$ cat src/hdl/gms_cfg.svh
// Overview of operation
// RQ1: Select field bits 7:4, resets to 0011b
// RQ2: Code 0000 reserves nothing, no VGA claims
// RQ3: Code 0000 reports sub-class code 80
// RQ4: Codes 0001-0100 reserve 1/4/8/16 MB
// RQ5: Codes 0101-1001 reserve 32/48/64/128/256 MB
// RQ6: Lock bit set makes register read-only
// RQ7: Software avoids 0000 while graphics enabled
// RQ8: Software reserves memory only when graphics enabled
// RQ9: Codes 1010-1111 reserved; bits 3:0 zero
`ifndef GMS_CFG_SVH
`define GMS_CFG_SVH

// ============================================================
// Register byte offsets
`define GMS_OFS_GFX_CTRL   12'h000
`define GMS_OFS_LOCK_CTRL  12'h004
`define GMS_OFS_STATUS     12'h008

// ============================================================
// Field positions
`define GMS_SEL_LSB        4
`define GMS_SEL_MSB        7
`define GMS_LOCK_BIT       0
`define GMS_IVD_BIT        1
`define GMS_SIZE_LSB       0
`define GMS_SIZE_MSB       8
`define GMS_SUBC_LSB       9
`define GMS_SUBC_MSB       16
`define GMS_CLAIM_BIT      17

// ============================================================
// Reset values and codes
`define GMS_SEL_RESET      4'h3
`define GMS_SEL_NONE       4'h0
`define GMS_SEL_MAX        4'h9
`define GMS_SUBC_NOVGA     8'h80
`define GMS_SUBC_VGA       8'h00

// ============================================================
// Reservation sizes in MB
`define GMS_MB_1           9'h001
`define GMS_MB_4           9'h004
`define GMS_MB_8           9'h008
`define GMS_MB_16          9'h010
`define GMS_MB_32          9'h020
`define GMS_MB_48          9'h030
`define GMS_MB_64          9'h040
`define GMS_MB_128         9'h080
`define GMS_MB_256         9'h100

`endif

$ cat src/hdl/gms_pkg.sv
package gms_pkg;

    // ============================================================
    // APB slave phases
    typedef enum logic [0:0] {
        APB_IDLE,
        APB_ANSWER
    } apb_state_t;

    // Main block state
    typedef struct packed {
        apb_state_t  st;
        logic        pready;
        logic        pslverr;
        logic [31:0] prdata;
        logic [3:0]  sel;
        logic        internal_graphics_disable;
        logic        lock;
    } ctrl_state_t;

    // Decoder state
    typedef struct packed {
        logic [8:0]  size_mb;
        logic        claim_vga;
        logic [7:0]  subclass;
    } dec_state_t;

endpackage

$ cat src/hdl/gms_if.sv
`timescale 1ns/10ps
// ============================================================
// Select code out, decoded reservation back
interface gms_if;
    logic [3:0] code;       // Current select code
    logic [8:0] size_mb;    // Reserved frame buffer, MB
    logic       claim_vga;  // Legacy VGA claim enable
    logic [7:0] subclass;   // Reported sub-class code

    modport ctrl (output code, input size_mb, input claim_vga, input subclass);
    modport dec  (input code, output size_mb, output claim_vga, output subclass);
endinterface

$ cat src/hdl/gms_prealloc.sv
// Local design decisions: the register offsets and register access over APB.
`timescale 1ns/10ps
`include "gms_cfg.svh"
module gms_prealloc
    import gms_pkg::*;
(
    // Clock and reset
    input  wire logic        i_mclk,
    input  wire logic        i_rst,
    // APB slave
    input  wire logic        i_psel,
    input  wire logic        i_penable,
    input  wire logic        i_pwrite,
    input  wire logic [11:0] i_paddr,
    input  wire logic [31:0] i_pwdata,
    output logic      [31:0] o_prdata,
    output logic             o_pready,
    output logic             o_pslverr,
    // Decoded reservation, lock and graphics disable levels
    output logic      [8:0]  o_fb_size_mb,
    output logic             o_claim_vga,
    output logic      [7:0]  o_subclass,
    output logic             o_locked,
    output logic             o_gfx_disable
);

    // ============================================================
    // State and decoder link
    ctrl_state_t s_q;     // Registered state
    ctrl_state_t s_d;     // Next state
    gms_if       sel_if (); // Code to decoder

    // Address is mapped
    function automatic logic mapped(input logic [11:0] a);
        mapped = (a == `GMS_OFS_GFX_CTRL) || (a == `GMS_OFS_LOCK_CTRL) ||
                 (a == `GMS_OFS_STATUS);
    endfunction

    logic        acc_done;  // Access completes this edge
    logic [31:0] rd_word;   // Read mux
    logic [3:0]  wr_sel;    // Write data select field

    assign acc_done = i_psel && i_penable && s_q.pready;
    assign wr_sel   = i_pwdata[`GMS_SEL_MSB:`GMS_SEL_LSB];

    // ============================================================
    // Read mux
    always_comb
    begin
        rd_word = 32'h0000_0000;
        case (i_paddr)
            `GMS_OFS_GFX_CTRL:
            begin
                // Bits 3:0 and upper bits stay zero
                rd_word[`GMS_SEL_MSB:`GMS_SEL_LSB] = s_q.sel;  // RQ9
            end
            `GMS_OFS_LOCK_CTRL:
            begin
                rd_word[`GMS_LOCK_BIT] = s_q.lock;
                rd_word[`GMS_IVD_BIT]  = s_q.internal_graphics_disable;
            end
            `GMS_OFS_STATUS:
            begin
                rd_word[`GMS_SIZE_MSB:`GMS_SIZE_LSB] = sel_if.size_mb;
                rd_word[`GMS_SUBC_MSB:`GMS_SUBC_LSB] = sel_if.subclass;
                rd_word[`GMS_CLAIM_BIT]              = sel_if.claim_vga;
            end
            default:
            begin
                rd_word = 32'h0000_0000;
            end
        endcase
    end

    // ============================================================
    // Next state: APB phases and register writes
    always_comb
    begin
        s_d = s_q;
        case (s_q.st)
            APB_IDLE:
            begin
                // First access cycle: answer next cycle
                if (i_psel && i_penable)
                begin
                    s_d.st      = APB_ANSWER;
                    s_d.pready  = 1'b1;
                    s_d.pslverr = !mapped(i_paddr);
                    s_d.prdata  = i_pwrite ? 32'h0000_0000 : rd_word;
                end
            end
            APB_ANSWER:
            begin
                // Completion edge
                s_d.st      = APB_IDLE;
                s_d.pready  = 1'b0;
                s_d.pslverr = 1'b0;
                s_d.prdata  = 32'h0000_0000;
                if (acc_done && i_pwrite && !s_q.lock)  // RQ6
                begin
                    if (i_paddr == `GMS_OFS_GFX_CTRL && wr_sel <= `GMS_SEL_MAX)  // RQ9
                    begin
                        s_d.sel = wr_sel;  // RQ1
                    end
                    if (i_paddr == `GMS_OFS_LOCK_CTRL)
                    begin
                        s_d.internal_graphics_disable  = i_pwdata[`GMS_IVD_BIT];
                        s_d.lock = i_pwdata[`GMS_LOCK_BIT];  // RQ6
                    end
                end
            end
            default:
            begin
                s_d.st     = APB_IDLE;
                s_d.pready = 1'b0;
            end
        endcase
    end

    // ============================================================
    // State register
    always_ff @(posedge i_mclk or posedge i_rst)
    begin
        if (i_rst)
        begin
            s_q.st      <= APB_IDLE;
            s_q.pready  <= 1'b0;
            s_q.pslverr <= 1'b0;
            s_q.prdata  <= 32'h0000_0000;
            s_q.sel     <= `GMS_SEL_RESET;  // RQ1
            s_q.internal_graphics_disable     <= 1'b0;
            s_q.lock    <= 1'b0;
        end
        else
        begin
            s_q <= s_d;
        end
    end

    // ============================================================
    // Decoder instance
    assign sel_if.code = s_q.sel;

    gms_decode u_decode (
        .i_mclk (i_mclk),
        .i_rst  (i_rst),
        .sel_if (sel_if)
    );

    // ============================================================
    // Outputs, all from flip-flops
    assign o_prdata      = s_q.prdata;
    assign o_pready      = s_q.pready;
    assign o_pslverr     = s_q.pslverr;
    assign o_fb_size_mb  = sel_if.size_mb;
    assign o_claim_vga   = sel_if.claim_vga;
    assign o_subclass    = sel_if.subclass;
    assign o_locked      = s_q.lock;
    assign o_gfx_disable = s_q.internal_graphics_disable;
endmodule

$ cat src/hdl/gms_decode.sv
`timescale 1ns/10ps
`include "gms_cfg.svh"
module gms_decode
    import gms_pkg::*;
(
    // Clock and reset
    input  wire logic i_mclk,
    input  wire logic i_rst,
    // Select code and decoded result
    gms_if.dec        sel_if
);

    // ============================================================
    // Code to size lookup
    function automatic logic [8:0] size_of(input logic [3:0] code);
        case (code)
            4'h1:    size_of = `GMS_MB_1;   // RQ4
            4'h2:    size_of = `GMS_MB_4;   // RQ4
            4'h3:    size_of = `GMS_MB_8;   // RQ4
            4'h4:    size_of = `GMS_MB_16;  // RQ4
            4'h5:    size_of = `GMS_MB_32;  // RQ5
            4'h6:    size_of = `GMS_MB_48;  // RQ5
            4'h7:    size_of = `GMS_MB_64;  // RQ5
            4'h8:    size_of = `GMS_MB_128; // RQ5
            4'h9:    size_of = `GMS_MB_256; // RQ5
            default: size_of = 9'h000;      // RQ2
        endcase
    endfunction

    dec_state_t s_q;  // Registered decode
    dec_state_t s_d;  // Next decode

    // ============================================================
    // Decode next state
    always_comb
    begin
        s_d           = s_q;
        s_d.size_mb   = size_of(sel_if.code);
        // No reservation drops VGA claims
        s_d.claim_vga = (sel_if.code != `GMS_SEL_NONE);  // RQ2
        // Sub-class follows the claim
        if (sel_if.code == `GMS_SEL_NONE)
        begin
            s_d.subclass = `GMS_SUBC_NOVGA;  // RQ3
        end
        else
        begin
            s_d.subclass = `GMS_SUBC_VGA;
        end
    end

    // ============================================================
    // State register, reset matches reset code
    always_ff @(posedge i_mclk or posedge i_rst)
    begin
        if (i_rst)
        begin
            s_q.size_mb   <= `GMS_MB_8;
            s_q.claim_vga <= 1'b1;
            s_q.subclass  <= `GMS_SUBC_VGA;
        end
        else
        begin
            s_q <= s_d;
        end
    end

    assign sel_if.size_mb   = s_q.size_mb;
    assign sel_if.claim_vga = s_q.claim_vga;
    assign sel_if.subclass  = s_q.subclass;

endmodule

$ cat config.mk
export PLATFORM = sky130hd
export DESIGN_NAME = gms_prealloc
export DESIGN_NICKNAME = d
export VERILOG_FILES = /design/src/hdl/gms_pkg.sv /design/src/hdl/gms_if.sv /design/src/hdl/gms_prealloc.sv /design/src/hdl/gms_decode.sv
export VERILOG_INCLUDE_DIRS = /design/src /design/src/hdl
export SDC_FILE = /design/constraint.sdc
export NUM_CORES = 1
export LEC_CHECK = 0
export BUFFER_PORTS_ARGS = -buffer_cell sky130_fd_sc_hd__buf_2
export CORE_MARGIN = 1
export CORE_UTILIZATION = 40
export CTS_CLUSTER_SIZE = 12
export DETAILED_ROUTE_END_ITERATION = 12
export PLACE_DENSITY = 0.76
export SYNTH_ARGS = -nofsm -noshare
export SYNTH_HDL_FRONTEND = slang
export SYNTH_SLANG_ARGS = --single-unit
$ cat constraint.sdc
create_clock -name i_mclk -period 2.52 [get_ports i_mclk]
set_input_delay 0.126 -clock i_mclk [delete_from_list [all_inputs] [get_ports i_mclk]]
set_output_delay 0.126 -clock i_mclk [all_outputs]
set_load 0.01 [all_outputs]
Word level (Yosys, flattened, before mapping)
Memories as Yosys holds them, arrays and structs flattened. A register that Yosys moved wholly into a read port is not among the register bits.
Cells that the tools add are included.
{"block": "classes", "n_addsub": 0, "multipliers": 0, "div_mod_pow": 0, "n_lt_le_gt_ge": 1, "eq_ne": 3, "shift": 0, "mux": 8, "bitwise_logic": 1, "reduce_logical": 14}
{"operator": "$pmux W35 S2", "count": 1}
{"operator": "$mux W35", "count": 1}
{"operator": "$mux W18", "count": 1}
{"operator": "$eq A12 B3 Y1 const B", "count": 1}
{"operator": "$eq A12 B4 Y1 const B", "count": 1}
{"operator": "$logic_not A12 Y1", "count": 1}
{"operator": "$mux W10", "count": 1}
{"operator": "$mux W8", "count": 1}
{"operator": "$pmux W4 S2", "count": 1}
{"operator": "$reduce_and A3 Y1", "count": 2}
{"operator": "$logic_and A1 B1 Y1", "count": 5}
{"operator": "$le A4 B4 Y1 const B", "count": 1}
{"operator": "$logic_not A4 Y1", "count": 1}
{"operator": "$pmux W2 S2", "count": 1}
{"operator": "$reduce_bool A4 Y1", "count": 1}
{"operator": "$logic_not A1 Y1", "count": 2}
{"operator": "$logic_or A1 B1 Y1", "count": 2}
{"operator": "$mux W2", "count": 1}
{"operator": "$ne A2 B2 Y1 const B", "count": 1}
{"operator": "$not A1 Y1", "count": 1}
{"block": "word_totals", "register_bits": 59, "latchBits": 0, "ramBits": 0, "romBits": 128, "input_bits": 49, "memories": 1}
{"memory": "(name not given)", "depth": 16, "width": 8, "rd": 1, "rd_ports_with_merged_regs": 1, "wr": 0, "line_no": "gms_decode.sv:16", "source": "case (code)"}

Longest topological paths before layout
Gate-level depths: netlist of run 1.
{"block": "depth", "depth_word": 6, "depth_mapped": 5}

By module
Synthesis of run 1 repeated with hierarchy kept, for this count alone.
{"block": "unflattened", "cells_unflattened": 168, "hier_area_um2": 1940.6}
{"mod": "gms_prealloc", "n_inst": 1, "cells_per_inst": 130, "area_each_um2": 1460.2, "seq_area_each_um2": 678.2}
{"mod": "gms_decode", "n_inst": 1, "cells_per_inst": 38, "area_each_um2": 480.5, "seq_area_each_um2": 252.7}

Worst setup path before layout of run 1
OpenSTA, ideal clock, no wires.
{"block": "synth_timing", "path_kind": "input -> register", "start": "input port i_paddr[7]", "end": "register s_q (netlist bit sel_if.code[2])", "setup_time_ns": 0.128, "arrival_ns": 1.512, "required_ns": 2.392, "slack_ns": 0.880, "stages": 4, "n_path_buf": 0, "cell_sequence": "or4_4 > nor3_4 > and4b_2 > mux2_1"}
{"block": "synth_between", "elab_chain_cells": 3}
{"item": "start: declaration", "line_no": "gms_prealloc.sv:14", "source": "input wire logic [11:0] i_paddr,"}
{"item": "$logic_not A12 Y1"}
{"item": "$logic_and A1 B1 Y1 (no source line)"}
{"item": "$reduce_and A3 Y1 (no source line)"}
{"item": "end: declaration", "line_no": "gms_prealloc.sv:29", "source": "ctrl_state_t s_q;"}
No other way between the ends.
A chain may end at the register's enable or synchronous reset.

Worst setup path after layout of run 1
{"block": "layout_timing", "start": "register s_q[40] in the netlist's numbering", "end": "register s_q (netlist bit sel_if.code[2])"}
{"block": "layout_between", "elab_chain_cells": 1}
{"item": "$reduce_and A3 Y1 (no source line)"}
No other way between the ends.

==> results.md, run 1 <==
- Share of cells above drive strength 1: 36.5%
- Synth top area share: 40.6%
- Final HPWL DP: 2.02 mm
- Number of vias per cell: 4.56
- Vias in the first global route: 945
- Pwr dens: 533 mW/mm^2
- Lkg Pwr: 1.02 nW
- Worst Hold Class: input pin to flip-flop
- Clk_skew: 0.00204 ns
- Endpoint class of the critical path: flip-flop
- First-pass GRT wire length: 4.33 mm
- H-Tree Depth: 2
- Fin Setup TNS: 0 ns
- Leading area contributor after synthesis: dfrtp_1
- CORE AREA: 0.00374 sq mm
- Initial Util: 42.8%
- Synth Instances: 140
- Status: complete, no violations
- CTS root buf: clkbuf_8
- Cell Area, Placed: 0.00169 sq mm
- Cells on Worst Hold Path: 2
- Most common cell after layout, fill and taps aside: buf_2
- CTS Buf Count: 5
- Worst Hold End: o_gfx_disable
- Period Utilization, post-route: 63.3%
- GPL Wtd Cong: 0.716
- WP data arrival: 1.75 ns
- Slew Limit Headroom: 48.7%
- Setup CP Type: flip-flop to flip-flop
- FF+latch count, synth: 30
- Die width: 65.3 microns
- Post-synthesis sequential area ratio: 47.2%
- Clock Path Buffers: 2
- VDD IR max: 0.193 mV
- WP data required: 2.68 ns
- Reg-to-Reg Start: s_q[40]
- GRT overflow: 0
- Reg2reg setup slack: 0.92 ns
- CP Max Fanout: 6
- Syn avg cell area: 11.4 sq um
- Finish-stage setup viols: 0
- Worst skew pair latency: 0.28 ns
- Reg-to-Reg End: sel_if.code[2]
- 1st-iter DRT viols: 31
- WL/cell: 11.8 microns
- DR vias: 1045
- Port Buffers: 47
- Hold Path Origin: i_pwdata[1]
- Clock slew at reported path FFs: 0.06 ns
- CTS tree: yes
- RSZ-0062 raised after global routing: no
- Site row count: 22
- DR DRC count: 0
- Routed wire length: 2.70 mm
- Largest net degree at the start of global routing: 31
- Clock Sinks: 30
- Most frequent cells in the layout: buf_2, conb_1, dfrtp_1
- Fin. Hold Viols: 0
- Post-CTS Setup Bufs: 0
- First drt pass iteration count: 6
- Antenna Nets Post-Route: 0
- Antenna violations before repair: 0
- Worst Tran Pin Value: 0.770 ns
- Nets: 233
- F_max: 627 MHz
- Area Growth Syn to Fin: 11.6%
- Post-route cell area: 0.00179 sq mm
- Mapped Area: 0.00160 sq mm
- Final core utilization: 47.8%
- Warnings from Yosys: 0
- Max-cap violations: 0
- Synth cell types: 33
- Die area: 0.00426 sq mm
- GRT Util Overall: 13.8%
- Final Critical Period: 1.60 ns
- R2R depth: 4
- # diodes: 0
- Die Ht: 65.3 microns
- Dominant cells by area after synthesis: dfrtp_1, buf_4, dfstp_2
- I/O pin total: 103
- Pins over their slew limit: 0
- CP Launch Type: flip-flop
## layout make-up
| class | instances | area [sq um] |
|---|---|---|
| fill | 367 | 1950 |
| timing repair buffer | 49 | 253 |
| tap | 48 | 60.1 |
| inverter | 4 | 15.0 |
| clock buffer | 7 | 86.3 |
| clock inverter | 1 | 5.00 |
| sequential | 30 | 756 |
| multi-input combinational | 90 | 614 |
## what timing repair did
item                                   4_1_cts  5_1_grt
hold buffers                                 1        0
resized for setup                            0        0
endpoints found under the hold margin       26        0
## worst max-delay path by stage
stage               cells after the start       start              to
global route                            4     s_q[40]  sel_if.code[2]
global placement                        5  i_paddr[7]  sel_if.code[2]
CTS                                     4     s_q[40]  sel_if.code[2]
detailed placement                      5  i_paddr[0]     o_prdata[7]
floorplan                               4  i_paddr[7]  sel_if.code[2]
finish                                  4     s_q[40]  sel_if.code[2]
## flip-flops by register name, indices dropped and copies added, names as in the netlist
| signal | count |
|---|---|
| o_prdata | 11 |
| u_decode.sel_if.size_mb | 8 |
| sel_if.code | 4 |
| o_gfx_disable | 1 |
| o_locked | 1 |
| o_pready | 1 |
| o_pslverr | 1 |
| s_q | 1 |
| u_decode.sel_if.claim_vga | 1 |
| u_decode.sel_if.subclass | 1 |
## power by group
part | internal [mW] | leakage (nW) | switching, mW
Clock | 0.220 | 0.0482 | 0.168
Sequential | 0.487 | 0.394 | 0.00496
Combinational | 0.0235 | 0.578 | 0.0498
## per-stage QoR
stage	worst slack [ns]	hold slack (ns)	power, mW	std cells
5_1_grt	0.821	0.0554	0.995	229
2_1_floorplan	0.880	0.214	0.577	168
6_report	0.925	0.0640	0.954	229
3_3_place_gp	0.701	0.215	0.572	220
3_5_place_dp	0.668	0.217	0.573	220
4_1_cts	0.930	0.0529	0.967	229
## critical path: stages, from the launching register on
cell      delay [ns]
dfrtp_1         0.48
nand4b_1        0.14
nor2_1          0.21
and4b_2         0.32
mux2_1          0.33
## cells in the mapped netlist
cell type / n
nand4b_1: 1
and4b_2: 1
inv_1: 4
o32a_1: 1
dfrtp_1: 26
mux2_1: 4
nor2_1: 5
nand2_1: 6
nand3_1: 1
ha_1: 4
conb_1: 1
nor3_4: 1
and4bb_1: 1
a211oi_1: 1
and3b_1: 4
and3b_2: 1
buf_6: 1
a21oi_1: 3
or4_4: 2
a22o_1: 5
buf_4: 40
and2_1: 7
clkbuf_1: 3
a221o_1: 4
nor4_4: 1
and4_2: 1
a41o_1: 1
o21ai_0: 1
dfstp_2: 4
nor3b_1: 2
nand4_1: 1
a211o_1: 1
nand4bb_1: 1
## metal layers
layer / vias up / GRT usage [%] / share of wire (%)
met5: - / 0 / 0
met4: 0 / 5.71 / 1.7
met3: 6 / 5.90 / 9.3
met2: 44 / 22.2 / 48
met1: 500 / 15.9 / 41
li1: 495 / - / -
## kinds of logic after synthesis
kind of cell             after synthesis  share of synthesized area [%]
buffers and inverters                 48                           21.1
AND/OR/NAND/NOR                       36                           16.9
flip-flops                            30                           47.2
AO/OA/AOI/OAI                         17                           8.74
multiplexers                           4                           2.81
adder cells (fa/ha/maj)                4                           3.12
other                                  1                          0.234
No activity file was read; power rests on OpenSTA's default activity.
==> inputs of run 2 (changes only) <==
ABC_AREA = 1   (was unset)
CORE_UTILIZATION = 39   (was 40)
clock period = 1.4 ns   (was 2.52 ns; I/O delays follow)
==> run 2 against run 1 <==
Die area is 8.5% higher. Final area grew 7.7%. Clock skew barely moved. Via count rose by 22%. First-iteration DRC count increased to 3.2 times the previous value. Sequential power up 79%. Clock power grew 79%. Hold slack got worse by 0.060 ns. Combinational power is 110% higher. Register-to-register slack got worse by 0.73 ns. Critical path type is now input pin to flip-flop.
==> results.md, run 2 <==
- Status: complete, no violations
- Die width: 68.0 microns (+4.2%)
- Count leader, synth: nand2_1
- Reg-to-Reg Start: o_locked
- Routed wire length: 2.96 mm (+9.8%)
- CTS Buf Count: 5 (unchanged)
- CP Launch Type: input pin
- Worst path slowest cell: dlygate4sd3_1
- First-pass GRT wire length: 4.74 mm (+9.4%)
- GRT overflow: 0 (unchanged)
- Nets: 304 (+30%)
- Final core utilization: 47.2% (-0.64 points)
- Clock Sinks: 30 (unchanged)
- Cell Chain, Critical Path: dlygate4sd3_1 -> buf_2 -> o21ai_0 -> nand3_2 -> nor2_4 -> nand2_1 -> nand2_1
- Post-synth EDFFs: 0 (unchanged)
- Worst Path Buf+Inv: 2 (+2)
- Syn avg cell area: 8.29 sq um (-28%)
- CP Max Fanout: 4 (-2)
- Reg-to-Reg End: sel_if.code[3]
- Crit path to: sel_if.code[3]
- Reg2reg setup slack: 0.19 ns (-0.73 ns)
- Fin. Hold Viols: 0 (unchanged)
- Antenna Nets Post-Route: 0 (unchanged)
- Lkg Pwr: 1.10 nW (+8.3%)
- I/O pin total: 103 (unchanged)
- Initial Util: 41.6% (-1.2 points)
- CTS tree: yes
- Mapped Area: 0.00170 sq mm (+6.1%)
- R2R depth: 7 (+3)
- Max FFs per register: 11 (unchanged)
- Synth Instances: 205 (+46%)
- Share of cells above drive strength 1: 27.0% (-9.5 points)
- WL/cell: 9.80 microns (-17%)
- H-Tree Depth: 2 (unchanged)
- Final HPWL DP: 2.30 mm (+14%)
- Cell count after placement: 290 (+32%)
- Top FF cell, synth: dfrtp_1
- Area Growth Syn to Fin: 13.3%
- Setup CP Type: input pin to flip-flop
- DR vias: 1275 (+22%)
- Most common cell after layout, fill and taps aside: nand2_1
- F_max: 810 MHz
- CTS root buf: clkbuf_8
- GRT Util Overall: 14.1% (+0.39 points)
- Endpoint class of the critical path: flip-flop
- 1st-iter DRT viols: 100 (+220%)
- CORE AREA: 0.00409 sq mm (+9.2%)
- Leading area contributor after synthesis: dfrtp_1
- Dominant cells by area after synthesis: dfrtp_1, buf_4, nand2_1
- Die Ht: 68.0 microns (+4.2%)
- Port Buffers: 47 (unchanged)
- Pwr Total: 1.73 mW (+82%)
- Pwr dens: 899 mW/mm^2 (+69%)
- Worst Hold Class: input pin to flip-flop
- WP data required: 1.62 ns (-1.06 ns)
- Pins over their slew limit: 0 (unchanged)
- WP data arrival: 1.46 ns (-0.29 ns)
- Slowest stage delay, CP: 0.53 ns (+0.05 ns)
- Max-cap violations: 0 (unchanged)
- FF+latch count, synth: 30 (unchanged)
- Final Critical Period: 1.24 ns
- Hold_ws: 0.00453 ns (-0.0595 ns)
- Worst skew pair latency: 0.28 ns (about the same)
- # diodes: 0 (unchanged)
- Clock slew at reported path FFs: 0.06 ns (about the same)
- Asr flop ratio synth: 100% (unchanged)
- RSZ-0062 raised after global routing: no
- Number of vias per cell: 4.22 (-7.5%)
- Clock Path Buffers: 2 (unchanged)
- Finish-stage setup viols: 0 (unchanged)
- GPL Wtd Cong: 0.778 (+8.5%)
- Post-synthesis sequential area ratio: 44.4% (-2.7 points)
- Synth cell types: 20 (-39%)
- CP most frequent cell: nand2_1
- Clk_skew: 0.00204 ns (+0.00000152 ns)
- Post-synth top cells: nand2_1, buf_4, dfrtp_1
- Vias in the first global route: 1130 (+20%)
- Period Utilization, post-route: 88.2%
- Warnings from Yosys: 0 (unchanged)
- Worst setup path startpoint: i_pwdata[5]
- VDD IR max: 0.323 mV (+67%)
- Crit path max-delay family: buffers and inverters
- Largest net degree at the start of global routing: 31 (unchanged)
- Antenna violations before repair: 0 (unchanged)
- Most frequent cells in the layout: nand2_1, buf_2, conb_1
- First drt pass iteration count: 4 (-2)
- Fin Setup TNS: 0 ns (unchanged)
- Critical Path Stages: 7 (+3)
- DR DRC count: 0 (unchanged)
- Site row count: 23 (+4.5%)
- Post-CTS Setup Bufs: 0 (unchanged)
- Die area: 0.00463 sq mm (+8.5%)
- Synth top area share: 38.3% (-2.3 points)
- Post-Layout Cell Count: 302 (+32%)
-- run 2: cell count changes in the layout (fill, tap and decap cells not counted), moves of 5 or more --
cell and delta:
nand3_1 +12, nand2_1 +51, inv_1 +15, o21ai_0 +8, nor2_1 +10, and2_1 -6
a22o_1 -5
-- run 2: tightest hold or removal path, cell delays in order --
cell and delay [ns]:
buf_2 0.08, nand2_1 0.05, nand2_1 0.05
-- run 2: stage by stage --
step / worst slack (ns) / cell area (sq um)
2_1_floorplan: 0.313 / 1810
3_3_place_gp: 0.209 / 1800
3_5_place_dp: 0.197 / 1800
4_1_cts: 0.167 / 1930
5_1_grt: 0.0394 / 1930
6_report: 0.165 / 1930
-- run 2: where the power goes --
part	internal (mW)	leakage, nW	switching (mW)
combinational	0.0495	0.666	0.105
sequential	0.877	0.390	0.00526
clock	0.395	0.0482	0.301
total	1.32	1.10	0.411
-- run 2: timing repair --
action,4_1_cts,5_1_grt
hold endpoints to repair,29,0
gates resized for setup,0,0
hold buffers,4,0
-- run 2: area by class of cell --
type	count	area, sq um
Multi-Input combinational cell	141	648
Clock inverter	1	5.00
Clock buffer	7	86.3
Fill cell	423	2160
Sequential cell	30	756
Timing Repair Buffer	54	298
Tap cell	50	62.6
Inverter	19	71.3
-- run 2: worst min-delay path by stage --
stage,cells past startpoint,startpoint,to
floorplan,1,i_rst,o_gfx_disable
global placement,3,i_rst,o_prdata[2]
detailed placement,3,i_rst,o_prdata[2]
CTS,3,i_pwdata[7],sel_if.code[3]
global route,3,i_pwdata[7],sel_if.code[3]
finish,3,i_pwdata[7],sel_if.code[3]
-- run 2: kinds of logic (layout without fill, tap and decap cells) --
kind of cell / count (synthesis) / count (layout) / synth area share, %
buffers and inverters: 62 / 81 / 23.6
adders and majority gates: 4 / 4 / 2.94
and+or+nand+nor: 99 / 99 / 26.1
DFF: 30 / 30 / 44.4
AOI/OAI and AO/OA: 9 / 9 / 2.65
other: 1 / 29 / 0.221
-- run 2: routing by layer --
metal | up-vias | track usage (%) | share of wire, %
li1 | 653 | - | -
met1 | 579 | 15.3 | 41
met2 | 34 | 23.9 | 51
met3 | 9 | 6.17 | 6.8
met4 | 0 | 5.99 | 1.4
met5 | - | 0 | 0
==> inputs of run 3 (changes only) <==
CORE_ASPECT_RATIO = 0.5   (was unset)
==> run 3 against run 2 <==
Routed wire length rose by 4.3%. First-iteration DRC count down 17%. Final area fell by 0.71%. Sequential power is essentially flat. Sequential share of layout area is 0.28 points higher. Power decreased by 3.1%. Die area rose by 0.35%. Hold slack gained 0.0070 ns. Largest cell class unchanged. Largest power group unchanged.
==> results.md, run 3 (synthesis results as in run 2) <==
- CP Launch Type: flip-flop
- Worst Hold Class: input pin to flip-flop
- # resized after CTS: 0 (unchanged)
- Post-Layout Cell Count: 305 (+0.99%)
- Most frequent cells in the layout: nand2_1, buf_2, conb_1
- RSZ-0062 raised after global routing: no
- Die width: 95.4 microns (+40%)
- Reg-to-Reg End: sel_if.code[2]
- Hold Path Origin: i_pwdata[6]
- Post-CTS Setup Bufs: 0 (unchanged)
- Pwr dens: 878 mW/mm^2 (-2.4%)
- First drt pass iteration count: 4 (unchanged)
- # diodes: 0 (unchanged)
- Port Buffers: 47 (unchanged)
- Clock slew at reported path FFs: 0.06 ns (about the same)
- Period Utilization, post-route: 91.0% (+2.7 points)
- GRT overflow: 0 (unchanged)
- GRT Util Overall: 15.0% (+0.89 points)
- Clk_skew: 0.00557 ns (+0.00353 ns)
- R2R depth: 6 (-1)
- Worst skew pair latency: 0.27 ns (about the same)
- Die area: 0.00464 sq mm (+0.35%)
- WP data required: 1.56 ns (-0.06 ns)
- DR vias: 1301 (+2.0%)
- DR DRC count: 0 (unchanged)
- Fin Setup TNS: 0 ns (unchanged)
- F_max: 785 MHz (-3.0%)
- Pins over their slew limit: 0 (unchanged)
- Vias in the first global route: 1228 (+8.7%)
- Hold_ws: 0.0115 ns (+0.00700 ns)
- Status: complete, no violations
- Cell count after placement: 293 (+1.0%)
- WL/cell: 10.1 microns (+3.2%)
- Reg2reg setup slack: 0.13 ns (-0.06 ns)
- First-pass GRT wire length: 5.37 mm (+13%)
- Clock Sinks: 30 (unchanged)
- Endpoint class of the critical path: flip-flop
- CTS tree: yes
- Antenna violations before repair: 0 (unchanged)
- Fin. Hold Viols: 0 (unchanged)
- Cells on Worst Hold Path: 3 (unchanged)
- Worst Hold End: sel_if.code[2]
- Nets: 303 (-0.33%)
- Routed wire length: 3.09 mm (+4.3%)
- VDD IR max: 0.330 mV (+2.0%)
- Initial Util: 42.0% (+0.44 points)
- Max FFs per register: 11 (unchanged)
- Clock Path Buffers: 2 (unchanged)
- H-Tree Depth: 2 (unchanged)
- Area Growth Syn to Fin: 12.5%
- CP Max Fanout: 4 (unchanged)
- CTS Buf Count: 5 (unchanged)
- Final Critical Period: 1.27 ns (+0.0384 ns)
- Lkg Pwr: 1.09 nW (-1.3%)
- Number of vias per cell: 4.27 (+1.0%)
- Site row count: 16 (-30%)
- Hold Buf Count CTS: 4 (unchanged)
- Finish-stage setup viols: 0 (unchanged)
- Max-cap violations: 0 (unchanged)
- CTS root buf: clkbuf_8
- Share of cells above drive strength 1: 25.9% (-1.1 points)
- Most common cell after layout, fill and taps aside: nand2_1
- Pre-CTS setup slack: 0.154 ns (-0.0435 ns)
- Largest net degree at the start of global routing: 31 (unchanged)
- Setup WS post-layout: 0.126 ns (-0.0384 ns)
- Die Ht: 48.7 microns (-28%)
- Setup CP Type: flip-flop to flip-flop
- Reg-to-Reg Start: o_locked
- Antenna Nets Post-Route: 0 (unchanged)
- Final HPWL DP: 2.39 mm (+3.7%)
- WP data arrival: 1.44 ns (-0.02 ns)
- 1st-iter DRT viols: 83 (-17%)
- CORE AREA: 0.00404 sq mm (-1.0%)
- I/O pin total: 103 (unchanged)
- GPL Wtd Cong: 0.743 (-4.4%)
==> run 3: final cells by class <==
| cell class | instances | area, sq um |
|---|---|---|
| clock buffers | 8 | 80.1 |
| repair buffers | 53 | 290 |
| flip-flops and latches | 30 | 756 |
| inverters | 19 | 71.3 |
| fillers | 397 | 2130 |
| multi-input cells | 141 | 648 |
| well taps | 54 | 67.6 |
==> run 3: per-stage QoR <==
stage / power (mW) / instance area, sq um / util, %
6_report: 1.68 / 1910 / 47.3
3_3_place_gp: 1.04 / 1790 / 44.3
5_1_grt: 1.76 / 1910 / 47.3
4_1_cts: 1.69 / 1910 / 47.3
2_1_floorplan: 1.05 / 1810 / -
3_5_place_dp: 1.04 / 1790 / 44.3
==> run 3: critical path: stages (launching register included) <==
cell     delay [ns]
dfrtp_1        0.39
inv_1          0.08
nand2_1        0.05
nor2_1         0.28
nand4_1        0.20
nand2_1        0.10
nand2_1        0.05
==> run 3: how the worst max path moves through the flow <==
stage | from | end | slack, ns | cells after the start
after floorplan | sel_if.code[0] | u_decode.sel_if.size_mb[5] | 0.31 | 4
after global placement | o_locked | sel_if.code[2] | 0.19 | 6
after detailed placement | o_locked | sel_if.code[2] | 0.15 | 6
after CTS | i_pwdata[5] | sel_if.code[2] | 0.12 | 6
after global routing | i_pwdata[5] | sel_if.code[2] | 0.01 | 6
final | o_locked | sel_if.code[2] | 0.13 | 6
==> run 3: layer usage <==
layer / global-route usage, % / vias up / wire length, microns
met2: 24.4 / 53 / 1410
met5: 0 / - / 0
met3: 4.87 / 5 / 225
met1: 18.8 / 590 / 1410
met4: 5.22 / 0 / 41
li1: - / 653 / -
==> run 3: power breakdown <==
| part | switching [mW] | internal, mW | leakage, nW |
|---|---|---|---|
| clock | 0.291 | 0.352 | 0.0395 |
| combinational | 0.104 | 0.0494 | 0.661 |
| sequential | 0.00529 | 0.877 | 0.390 |
